$ cat config.mk
export PLATFORM = sky130hd
export DESIGN_NAME = cmx_mailbox_ctrl
export DESIGN_NICKNAME = d
export VERILOG_FILES = /design/src/core/cmx_pkg.sv /design/src/core/cmx_mailbox_ctrl.sv
export SDC_FILE = /design/constraint.sdc
export NUM_CORES = 2
export LEC_CHECK = 0
export BUFFER_PORTS_ARGS = -buffer_cell sky130_fd_sc_hd__buf_4
export CAP_MARGIN = 20
export CORE_MARGIN = 2
export CORE_UTILIZATION = 60
export CTS_CLUSTER_DIAMETER = 100
export DETAILED_ROUTE_END_ITERATION = 16
export PLACE_DENSITY_LB_ADDON = 0.08
export SLEW_MARGIN = 40
export SYNTH_ARGS = -nofsm -noshare
export SYNTH_HDL_FRONTEND = slang
export SYNTH_SLANG_ARGS = --single-unit
$ cat constraint.sdc
create_clock -name clk -period 4.7 [get_ports clk]
set_clock_uncertainty 0.2 [all_clocks]
set_input_delay 0.94 -clock clk [delete_from_list [all_inputs] [get_ports clk]]
set_output_delay 0.94 -clock clk [all_outputs]
set_load 0.01 [all_outputs]
$ cat src/core/cmx_pkg.sv
// Constants, register map and types for the mailbox transmit/receive control
package cmx_pkg;

  // ************************************************************
  // Sizes
  // ************************************************************
  localparam int unsigned MBOX_NUM = 16; // Mailboxes per channel
  localparam int unsigned IDX_W = 4; // Mailbox index width
  localparam int unsigned ID_W = 29; // Identifier width
  localparam int unsigned ADDR_W = 6; // Register index width
  localparam int unsigned DATA_W = 32; // Register data width
  localparam int unsigned CTRL_W = 8; // Mailbox control width
  localparam int unsigned CFG_W = 3; // Configuration width

  // ************************************************************
  // Register map (word index on the register port)
  // ************************************************************
  localparam logic [1:0] SEL_CTRL = 2'h0; // 0x00..0x0f control
  localparam logic [1:0] SEL_ID = 2'h1; // 0x10..0x1f identifiers
  localparam logic [ADDR_W-1:0] MASK_ADDR = 6'h20; // Acceptance mask
  localparam logic [ADDR_W-1:0] CFG_ADDR = 6'h21; // Configuration
  localparam logic [ADDR_W-1:0] STAT_ADDR = 6'h22; // Scheduler state

  // ************************************************************
  // Mailbox control bit positions
  // ************************************************************
  localparam int unsigned B_RX_NEW = 0; // rx_new_flag
  localparam int unsigned B_TX_OK = 1; // tx_success_flag
  localparam int unsigned B_RX_LOST = 2; // rx_lost_flag
  localparam int unsigned B_TX_ABT = 3; // tx_abort_done_flag
  localparam int unsigned B_SINGLE = 4; // single_attempt_bit
  localparam int unsigned B_ABT_BUSY = 5; // Abort in progress, read only
  localparam int unsigned B_RX_REQ = 6; // rx_request_bit
  localparam int unsigned B_TX_REQ = 7; // tx_request_bit

  // ************************************************************
  // Configuration bit positions
  // ************************************************************
  localparam int unsigned C_LOST_MODE = 0; // lost_mode_select, 1 = overrun
  localparam int unsigned C_SELF_TEST = 1; // Receive own frames
  localparam int unsigned C_OVR_IE = 2; // Overrun event enable

  // ************************************************************
  // Reset values
  // ************************************************************
  localparam logic [CTRL_W-1:0] CTRL_RST = 8'h00;
  localparam logic [ID_W-1:0] ID_RST = 29'h00000000;
  localparam logic [ID_W-1:0] MASK_RST = 29'h1fffffff;
  localparam logic [CFG_W-1:0] CFG_RST = 3'h0;
  localparam logic [DATA_W-1:0] RD_ZERO = 32'h00000000;

  // Transmit scheduler states
  typedef enum logic [1:0] {
    TX_IDLE = 2'b00,
    TX_OFFER = 2'b01,
    TX_ACTIVE = 2'b10
  } cmx_tx_state_t;

endpackage

$ cat src/core/cmx_mailbox_ctrl.sv
// Mailbox transmit and receive control for one CAN channel
//
// Contract
// - Sixteen mailboxes, each transmit or receive.
// - Normal transmit success sets success flag.
// - Normal transmit retries after loss or error.
// - Single-attempt transmit never retries.
// - Single-attempt success sets success flag.
// - Single-attempt loss or error sets abort-done.
// - No completion event on loss or error.
// - Abort before start sets abort-done.
// - Abort then loss or error: drop, abort-done.
// - Success despite abort: success flag only.
// - Lower priority identifier loses, stops sending.
// - Complete only after winning or idle bus.
// - Store in lowest-numbered matching receive mailbox.
// - Accept frames matching identifier under mask.
// - Single-attempt receive stores only one message.
// - Full single-attempt boxes pass to next higher.
// - Overwrite mode replaces unprocessed message.
// - Overwrite while new flag set sets lost.
// - Overrun mode discards, sets lost, raises event.
// - Mode from request bits; 11x prohibited.
// - Full single-attempt box accepts nothing more.
// - Reception abort by clearing request and flags.
// - Own frames received only in self-test, acknowledged.
`timescale 1ns/1ps

module cmx_mailbox_ctrl (
  input wire logic clk, // 40 MHz peripheral clock
  input wire logic rst, // Synchronous, active high
  input wire logic ce, // Clock enable, freezes all state
  input wire logic [cmx_pkg::ADDR_W-1:0] reg_addr, // Register index
  input wire logic [cmx_pkg::DATA_W-1:0] reg_wdata, // Write data
  input wire logic reg_wr, // Write strobe
  input wire logic reg_rd, // Read strobe
  output logic [cmx_pkg::DATA_W-1:0] reg_rdata, // Read data, next cycle
  output logic tx_valid, // Frame offered to protocol engine
  output logic [cmx_pkg::IDX_W-1:0] tx_index, // Offered mailbox
  input wire logic tx_start, // Engine began the frame
  input wire logic tx_ok, // Frame sent, arbitration won
  input wire logic tx_arb_lost, // Arbitration lost
  input wire logic tx_bus_err, // Bus error during frame
  output logic tx_done_pulse, // Successful completion event
  input wire logic rx_valid, // Received frame, one cycle
  input wire logic [cmx_pkg::ID_W-1:0] rx_id, // Received identifier
  input wire logic rx_own, // Frame was our own transmission
  output logic rx_store, // Write frame into mailbox store
  output logic [cmx_pkg::IDX_W-1:0] rx_store_idx, // Target mailbox
  output logic overrun_pulse, // Overrun event
  output logic ack_own // Acknowledge own frames
);

  // ************************************************************
  // Helper functions
  // ************************************************************

  // Transmit mode: request 1, receive 0; 11x is prohibited
  function automatic logic is_tx(input logic [cmx_pkg::CTRL_W-1:0] c);
    is_tx = c[cmx_pkg::B_TX_REQ] & ~c[cmx_pkg::B_RX_REQ];
  endfunction

  // Receive mode: receive 1, transmit 0
  function automatic logic is_rx(input logic [cmx_pkg::CTRL_W-1:0] c);
    is_rx = c[cmx_pkg::B_RX_REQ] & ~c[cmx_pkg::B_TX_REQ];
  endfunction

  // Lowest set bit, found flag on top
  function automatic logic [cmx_pkg::IDX_W:0] first_set(
    input logic [cmx_pkg::MBOX_NUM-1:0] v
  );
    logic [cmx_pkg::IDX_W:0] r;
    r = '0;
    for (int j = cmx_pkg::MBOX_NUM - 1; j >= 0; j--) begin
      if (v[j]) begin
        r = {1'b1, cmx_pkg::IDX_W'(j)};
      end
    end
    first_set = r;
  endfunction

  // ************************************************************
  // State
  // ************************************************************
  logic [cmx_pkg::CTRL_W-1:0] ctrl_q [cmx_pkg::MBOX_NUM];
  logic [cmx_pkg::CTRL_W-1:0] ctrl_d [cmx_pkg::MBOX_NUM];
  logic [cmx_pkg::ID_W-1:0] id_q [cmx_pkg::MBOX_NUM]; // Mailbox ids
  logic [cmx_pkg::ID_W-1:0] id_d [cmx_pkg::MBOX_NUM];
  logic [cmx_pkg::MBOX_NUM-1:0] abt_q, abt_d; // Abort pending
  logic [cmx_pkg::ID_W-1:0] mask_q, mask_d; // 1 = bit compared
  logic [cmx_pkg::CFG_W-1:0] cfg_q, cfg_d; // Mode bits
  cmx_pkg::cmx_tx_state_t st_q, st_d; // Scheduler state
  logic [cmx_pkg::IDX_W-1:0] cur_q, cur_d; // Mailbox in flight
  logic done_q, done_d; // Completion event
  logic store_q, store_d; // Store event
  logic [cmx_pkg::IDX_W-1:0] sidx_q, sidx_d; // Store target
  logic ovr_q, ovr_d; // Overrun event
  logic [cmx_pkg::DATA_W-1:0] rdata_q, rdata_d; // Read data

  // Decoded request, shared by the update and read paths
  logic [1:0] sel;
  logic [cmx_pkg::IDX_W-1:0] widx;
  assign sel = reg_addr[cmx_pkg::ADDR_W-1:cmx_pkg::IDX_W];
  assign widx = reg_addr[cmx_pkg::IDX_W-1:0];

  // Candidate vectors for the priority pickers
  logic [cmx_pkg::MBOX_NUM-1:0] tx_cand, rx_cand;
  logic [cmx_pkg::IDX_W:0] tx_pick, rx_pick;
  logic rx_take;

  // ************************************************************
  // Candidate search
  // ************************************************************

  // Pending transmit boxes, and receive boxes able to take the frame
  always_comb begin
    for (int j = 0; j < cmx_pkg::MBOX_NUM; j++) begin
      tx_cand[j] = is_tx(ctrl_q[j]) & ~abt_q[j];
      // Full single-attempt boxes drop out so the next one catches
      rx_cand[j] = is_rx(ctrl_q[j])
        & (((rx_id ^ id_q[j]) & mask_q) == '0)
        & ~(ctrl_q[j][cmx_pkg::B_SINGLE]
          & ctrl_q[j][cmx_pkg::B_RX_NEW]);
    end
  end
  assign tx_pick = first_set(tx_cand);
  assign rx_pick = first_set(rx_cand);
  // Own frames pass only in self-test
  assign rx_take = rx_valid
    & (~rx_own | cfg_q[cmx_pkg::C_SELF_TEST]);

  // ************************************************************
  // Next state: software writes first, hardware events after
  // ************************************************************

  // Hardware sets come last so they win over a same-cycle clear
  always_comb begin
    logic [cmx_pkg::CTRL_W-1:0] old;
    logic [cmx_pkg::CTRL_W-1:0] nv;
    logic [cmx_pkg::IDX_W-1:0] r;
    old = '0;
    nv = '0;
    r = rx_pick[cmx_pkg::IDX_W-1:0];
    ctrl_d = ctrl_q;
    id_d = id_q;
    abt_d = abt_q;
    mask_d = mask_q;
    cfg_d = cfg_q;
    st_d = st_q;
    cur_d = cur_q;
    done_d = 1'b0;
    store_d = 1'b0;
    sidx_d = sidx_q;
    ovr_d = 1'b0;
    // Register writes
    if (reg_wr) begin
      if (sel == cmx_pkg::SEL_CTRL) begin
        old = ctrl_q[widx];
        nv = reg_wdata[cmx_pkg::CTRL_W-1:0];
        ctrl_d[widx][cmx_pkg::B_TX_REQ] = nv[cmx_pkg::B_TX_REQ];
        ctrl_d[widx][cmx_pkg::B_RX_REQ] = nv[cmx_pkg::B_RX_REQ];
        ctrl_d[widx][cmx_pkg::B_SINGLE] = nv[cmx_pkg::B_SINGLE];
        // Flags clear on a written 0, writing 1 keeps them
        ctrl_d[widx][cmx_pkg::B_RX_NEW] =
          old[cmx_pkg::B_RX_NEW] & nv[cmx_pkg::B_RX_NEW];
        ctrl_d[widx][cmx_pkg::B_RX_LOST] =
          old[cmx_pkg::B_RX_LOST] & nv[cmx_pkg::B_RX_LOST];
        ctrl_d[widx][cmx_pkg::B_TX_OK] =
          old[cmx_pkg::B_TX_OK] & nv[cmx_pkg::B_TX_OK];
        ctrl_d[widx][cmx_pkg::B_TX_ABT] =
          old[cmx_pkg::B_TX_ABT] & nv[cmx_pkg::B_TX_ABT];
        // Dropping the transmit request starts an abort
        if (is_tx(old) && !nv[cmx_pkg::B_TX_REQ]) begin
          abt_d[widx] = 1'b1;
        end
      end else if (sel == cmx_pkg::SEL_ID) begin
        id_d[widx] = reg_wdata[cmx_pkg::ID_W-1:0];
      end else if (reg_addr == cmx_pkg::MASK_ADDR) begin
        mask_d = reg_wdata[cmx_pkg::ID_W-1:0];
      end else if (reg_addr == cmx_pkg::CFG_ADDR) begin
        cfg_d = reg_wdata[cmx_pkg::CFG_W-1:0];
      end
    end
    // Aborts of boxes not in flight complete at once
    for (int j = 0; j < cmx_pkg::MBOX_NUM; j++) begin
      if (abt_q[j] && !(st_q != cmx_pkg::TX_IDLE
          && cur_q == cmx_pkg::IDX_W'(j))) begin
        ctrl_d[j][cmx_pkg::B_TX_ABT] = 1'b1;
        ctrl_d[j][cmx_pkg::B_TX_REQ] = 1'b0;
        abt_d[j] = 1'b0;
      end
    end
    // Transmit scheduler
    unique case (st_q)
      cmx_pkg::TX_IDLE: begin
        // Lowest pending box is offered first
        if (tx_pick[cmx_pkg::IDX_W]) begin
          cur_d = tx_pick[cmx_pkg::IDX_W-1:0];
          st_d = cmx_pkg::TX_OFFER;
        end
      end
      cmx_pkg::TX_OFFER: begin
        // A start in the abort cycle still counts as started
        if (tx_start) begin
          st_d = cmx_pkg::TX_ACTIVE;
        end else if (abt_q[cur_q]) begin
          ctrl_d[cur_q][cmx_pkg::B_TX_ABT] = 1'b1;
          ctrl_d[cur_q][cmx_pkg::B_TX_REQ] = 1'b0;
          abt_d[cur_q] = 1'b0;
          st_d = cmx_pkg::TX_IDLE;
        end
      end
      cmx_pkg::TX_ACTIVE: begin
        if (tx_ok) begin
          // Only a won or idle-bus frame counts as complete
          ctrl_d[cur_q][cmx_pkg::B_TX_OK] = 1'b1;
          ctrl_d[cur_q][cmx_pkg::B_TX_REQ] = 1'b0;
          abt_d[cur_q] = 1'b0;
          done_d = 1'b1;
          st_d = cmx_pkg::TX_IDLE;
        end else if (tx_arb_lost || tx_bus_err) begin
          // Engine has stopped sending; no completion event here
          if (ctrl_q[cur_q][cmx_pkg::B_SINGLE] || abt_q[cur_q]) begin
            ctrl_d[cur_q][cmx_pkg::B_TX_ABT] = 1'b1;
            ctrl_d[cur_q][cmx_pkg::B_TX_REQ] = 1'b0;
            abt_d[cur_q] = 1'b0;
          end
          // Normal box keeps its request and is offered again
          st_d = cmx_pkg::TX_IDLE;
        end
      end
      default: begin
        st_d = cmx_pkg::TX_IDLE;
      end
    endcase
    // Receive placement
    if (rx_take && rx_pick[cmx_pkg::IDX_W]) begin
      if (ctrl_q[r][cmx_pkg::B_RX_NEW]) begin
        ctrl_d[r][cmx_pkg::B_RX_LOST] = 1'b1;
        if (cfg_q[cmx_pkg::C_LOST_MODE]) begin
          ovr_d = cfg_q[cmx_pkg::C_OVR_IE];
        end else begin
          store_d = 1'b1;
          // New data stands even if software clears it in this cycle
          ctrl_d[r][cmx_pkg::B_RX_NEW] = 1'b1;
          sidx_d = r;
        end
      end else begin
        ctrl_d[r][cmx_pkg::B_RX_NEW] = 1'b1;
        store_d = 1'b1;
        sidx_d = r;
      end
    end
  end

  // ************************************************************
  // Read path
  // ************************************************************

  // Data stand one cycle after the strobe; unmapped reads zero
  always_comb begin
    rdata_d = cmx_pkg::RD_ZERO;
    if (reg_rd) begin
      if (sel == cmx_pkg::SEL_CTRL) begin
        rdata_d[cmx_pkg::CTRL_W-1:0] = ctrl_q[widx];
        // Lets software wait out an abort before a new request
        rdata_d[cmx_pkg::B_ABT_BUSY] = abt_q[widx];
      end else if (sel == cmx_pkg::SEL_ID) begin
        rdata_d[cmx_pkg::ID_W-1:0] = id_q[widx];
      end else if (reg_addr == cmx_pkg::MASK_ADDR) begin
        rdata_d[cmx_pkg::ID_W-1:0] = mask_q;
      end else if (reg_addr == cmx_pkg::CFG_ADDR) begin
        rdata_d[cmx_pkg::CFG_W-1:0] = cfg_q;
      end else if (reg_addr == cmx_pkg::STAT_ADDR) begin
        rdata_d[cmx_pkg::IDX_W+1:0] = {st_q, cur_q};
      end
    end
  end

  // ************************************************************
  // Registers
  // ************************************************************

  // Single register stage for all state, frozen while ce is low
  always_ff @(posedge clk) begin
    if (rst) begin
      for (int j = 0; j < cmx_pkg::MBOX_NUM; j++) begin
        ctrl_q[j] <= cmx_pkg::CTRL_RST;
        id_q[j] <= cmx_pkg::ID_RST;
      end
      abt_q <= '0;
      mask_q <= cmx_pkg::MASK_RST;
      cfg_q <= cmx_pkg::CFG_RST;
      st_q <= cmx_pkg::TX_IDLE;
      cur_q <= '0;
      done_q <= 1'b0;
      store_q <= 1'b0;
      sidx_q <= '0;
      ovr_q <= 1'b0;
      rdata_q <= cmx_pkg::RD_ZERO;
    end else if (ce) begin
      ctrl_q <= ctrl_d;
      id_q <= id_d;
      abt_q <= abt_d;
      mask_q <= mask_d;
      cfg_q <= cfg_d;
      st_q <= st_d;
      cur_q <= cur_d;
      done_q <= done_d;
      store_q <= store_d;
      sidx_q <= sidx_d;
      ovr_q <= ovr_d;
      rdata_q <= rdata_d;
    end
  end

  // Outputs
  assign reg_rdata = rdata_q;
  assign tx_valid = (st_q == cmx_pkg::TX_OFFER);
  assign tx_index = cur_q;
  assign tx_done_pulse = done_q;
  assign rx_store = store_q;
  assign rx_store_idx = sidx_q;
  assign overrun_pulse = ovr_q;
  assign ack_own = cfg_q[cmx_pkg::C_SELF_TEST];

  logic fail_ev; // Loss or error in flight
  assign fail_ev = (st_q == cmx_pkg::TX_ACTIVE) && !tx_ok
    && (tx_arb_lost || tx_bus_err);
endmodule

==> run metrics <==
Worst setup SP type flop; sequential share of power 0.437; post-DP HPWL about 110000 um; Post-synth EDFFs 0; Worst EP arrival 4.85 ns; initial antenna violation count 18; switching share of total power 0.2596; leak pwr approximately 17 nW; status completed; vias per inst 6.643; area grow syn2layout 13.71%; clock root buffer clkbuf_16; core area 0.06400 sq mm; Initial Util 0.6036; iteration-0 DRC count of the detailed router between 5k and 6k; Period minus WS final 4.535 ns; Pint 9.667 mW; Routability Congestion just under 1; RSZ-0062 raised after global routing no; # hold bufs at CTS 0; Avg Cell Area, Syn 8.128 sq um; CTS sink cnt 666; share of cells above drive strength 1 0.1678; Synth warnings 0; pin count of the biggest net entering global routing 175; Worst Tran Pin Value between 0.9 and 1 ns; kind of critical path flop to flop; vias in the first global route 34.61k; Antenna Violating Nets Remaining 0; Layout Nets 4861; clock-pin slew on the worst setup and hold paths ~0.06 ns; post-CTS setup buffers 0; Area after DPL 0.04139 sq mm; CTS resizes 0; setup ws final 0.1653 ns; Clock power frac 0.467; Cell Area, Synth 0.03863 sq mm; beginning of the critical path mask_q[9]; Wirelength per Cell 27.81 um; register area 0.01334 sq mm; Final Hold Fails 0; Critical Path Fanout Max 18; Final Util 0.6864; part of the Yosys area used for sequential elements 0.3451; async set-reset flop share out of synthesis 0; gr ovfl total 0; worst slack, placed -0.1989 ns; Worst EP required 5.01 ns; fmax 220.5 MHz; IO buf count 116; GRT Overall Usage 0.4648; setup violators final 0; Detailed Route WL 158500 um; area occupied by multi-input gates 0.02324 sq mm; top_reg_cell synth dfxtp_1; TritonCTS clock tree done; Post-route DRC 0; setup TNS 0 ns; CP endpoint kind flop; first-pass GRT wire length around 230000 um; final max-slew violation count 0; period utilization 0.9648; NetSw approximately 3.4 mW; CTS H-tree depth 3; clock buffer count from CTS 75; Die Wd approximately 260 um; Site Rows 93; combinational fraction of design power 0.096; Filler cells 5376; Power Density slightly below 300 mW/mm^2; Hold Path Class flop to flop; hold path startpoint reg_rdata[7]; Cell Count, Final, Fillers Out 5700; Pre-antenna DRT Iters 8; clock latency on the worst-skew pair 0.63 ns; Final Power 13.06 mW; Max-Cap Viols 0; Peak VDD IR 0.3024 mV; most frequent cells in the layout nand2_1, dfxtp_1, a21oi_1, xor2_1, buf_4; Finished Cell Area 0.04393 sq mm; Top-Level Pins 123; clk buf depth 3; die area 0.06643 sq mm; Post-Synthesis Cells around 4.8k; Hold WS 0.2649 ns; most common cell after layout, fill and taps aside nand2_1; worst r2r src mask_q[9]; Yosys reg bits ~670; Rel. slew slack 0.3426; Die Height approximately 260 um; Unique masters post-synth 76; placed cell count roughly 5.6k; via count 37.87k
==> path summary, 6_finish.rpt <==
path / to / slack (ns) / depth (start not counted)
max: ctrl_q[80] / 0.17 / 15
min: reg_rdata[7] / 0.26 / 2
max reg2reg: ctrl_q[80] / 0.17 / 15
min reg2reg: reg_rdata[7] / 0.26 / 2
==> per-layer routing <==
metal  share of wire  GRT usage  up-vias
li1                -          -    16530
met1            0.37     0.6185    17930
met2            0.41     0.6658     2786
met3            0.15     0.1646      599
met4           0.061     0.2389       18
met5          0.0013          0        -
==> critical path, cell delays in order (launching register included) <==
cell and delay, ns:
dfxtp_1 0.92, a22oi_1 0.35, nand4_1 0.32, nor4_1 0.10, buf_4 0.17, or3_1 0.38
a2111oi_2 0.39, a211oi_2 0.09, buf_4 0.21, buf_4 0.18, o31a_1 0.25, o211ai_2 0.07
nor2b_4 0.25, nand2_2 0.11, buf_4 0.19, a31o_2 0.23
==> Yosys cell counts, types with 12 or more instances <==
master	count	area, sq um
o21ai_0	85	425.4
nor3_1	50	250.2
mux4_2	195	4392
a22oi_1	273	2049
nand2_1	1177	4418
buf_2	52	260.3
buf_1	41	153.9
a211oi_1	49	367.9
clkbuf_1	343	1287
nor4_1	22	137.6
nor2b_1	16	100.1
inv_1	38	142.6
nand3_1	76	380.4
a31oi_1	28	175.2
nand2b_1	19	118.9
nor2_1	236	885.9
mux2i_1	67	670.6
buf_6	12	135.1
xor2_1	464	4064
dfxtp_1	666	13330
a21oi_1	616	3083
nand4_1	67	419.2
buf_4	29	217.7
==> state kept, by name, summed over array words and instances (netlist names) <==
register       cells
mask_q            29
rx_store_idx       4
tx_done_pulse      1
cfg_q              3
st_q               2
id_q             464
abt_q             16
tx_index           4
ctrl_q           112
rx_store           1
reg_rdata         29
overrun_pulse      1
==> power by group through the flow <==
| stage | clock network (mW) | logic (mW) | registers [mW] |
|---|---|---|---|
| CTS | 6.08 | 1.21 | 5.71 |
| global route | 6.28 | 1.30 | 5.71 |
| finish | 6.09 | 1.26 | 5.71 |
| global placement | 0 | 1.19 | 5.83 |
| floorplan | 0 | 0.769 | 5.82 |
| detailed placement | 0 | 1.20 | 5.83 |
==> final cells by class <==
| type | count | share of cell area |
|---|---|---|
| clock buffer | 116 | 0.05295 |
| sequential | 666 | 0.3036 |
| inverter | 38 | 0.003247 |
| multi-input combinational | 3566 | 0.5292 |
| antenna | 12 | 0.0006836 |
| tap | 855 | 0.02435 |
| clock inverter | 15 | 0.003703 |
| timing repair buffer | 432 | 0.08229 |
==> cell families (layout without fill, tap and decap cells) <==
logic type	Yosys count	after routing	share of synthesized area
and+or+nand+nor	1715	1715	0.1848
muxes	266	266	0.1322
AOI/OAI and AO/OA	1114	1114	0.1731
buffers and inverters	523	601	0.05817
adders and majority gates	4	4	0.001296
DFF	666	666	0.3451
other	1	15	0.00009707
xor gates and xnor gates	464	464	0.1052
Note: power is estimated with default switching activity, not from simulation.
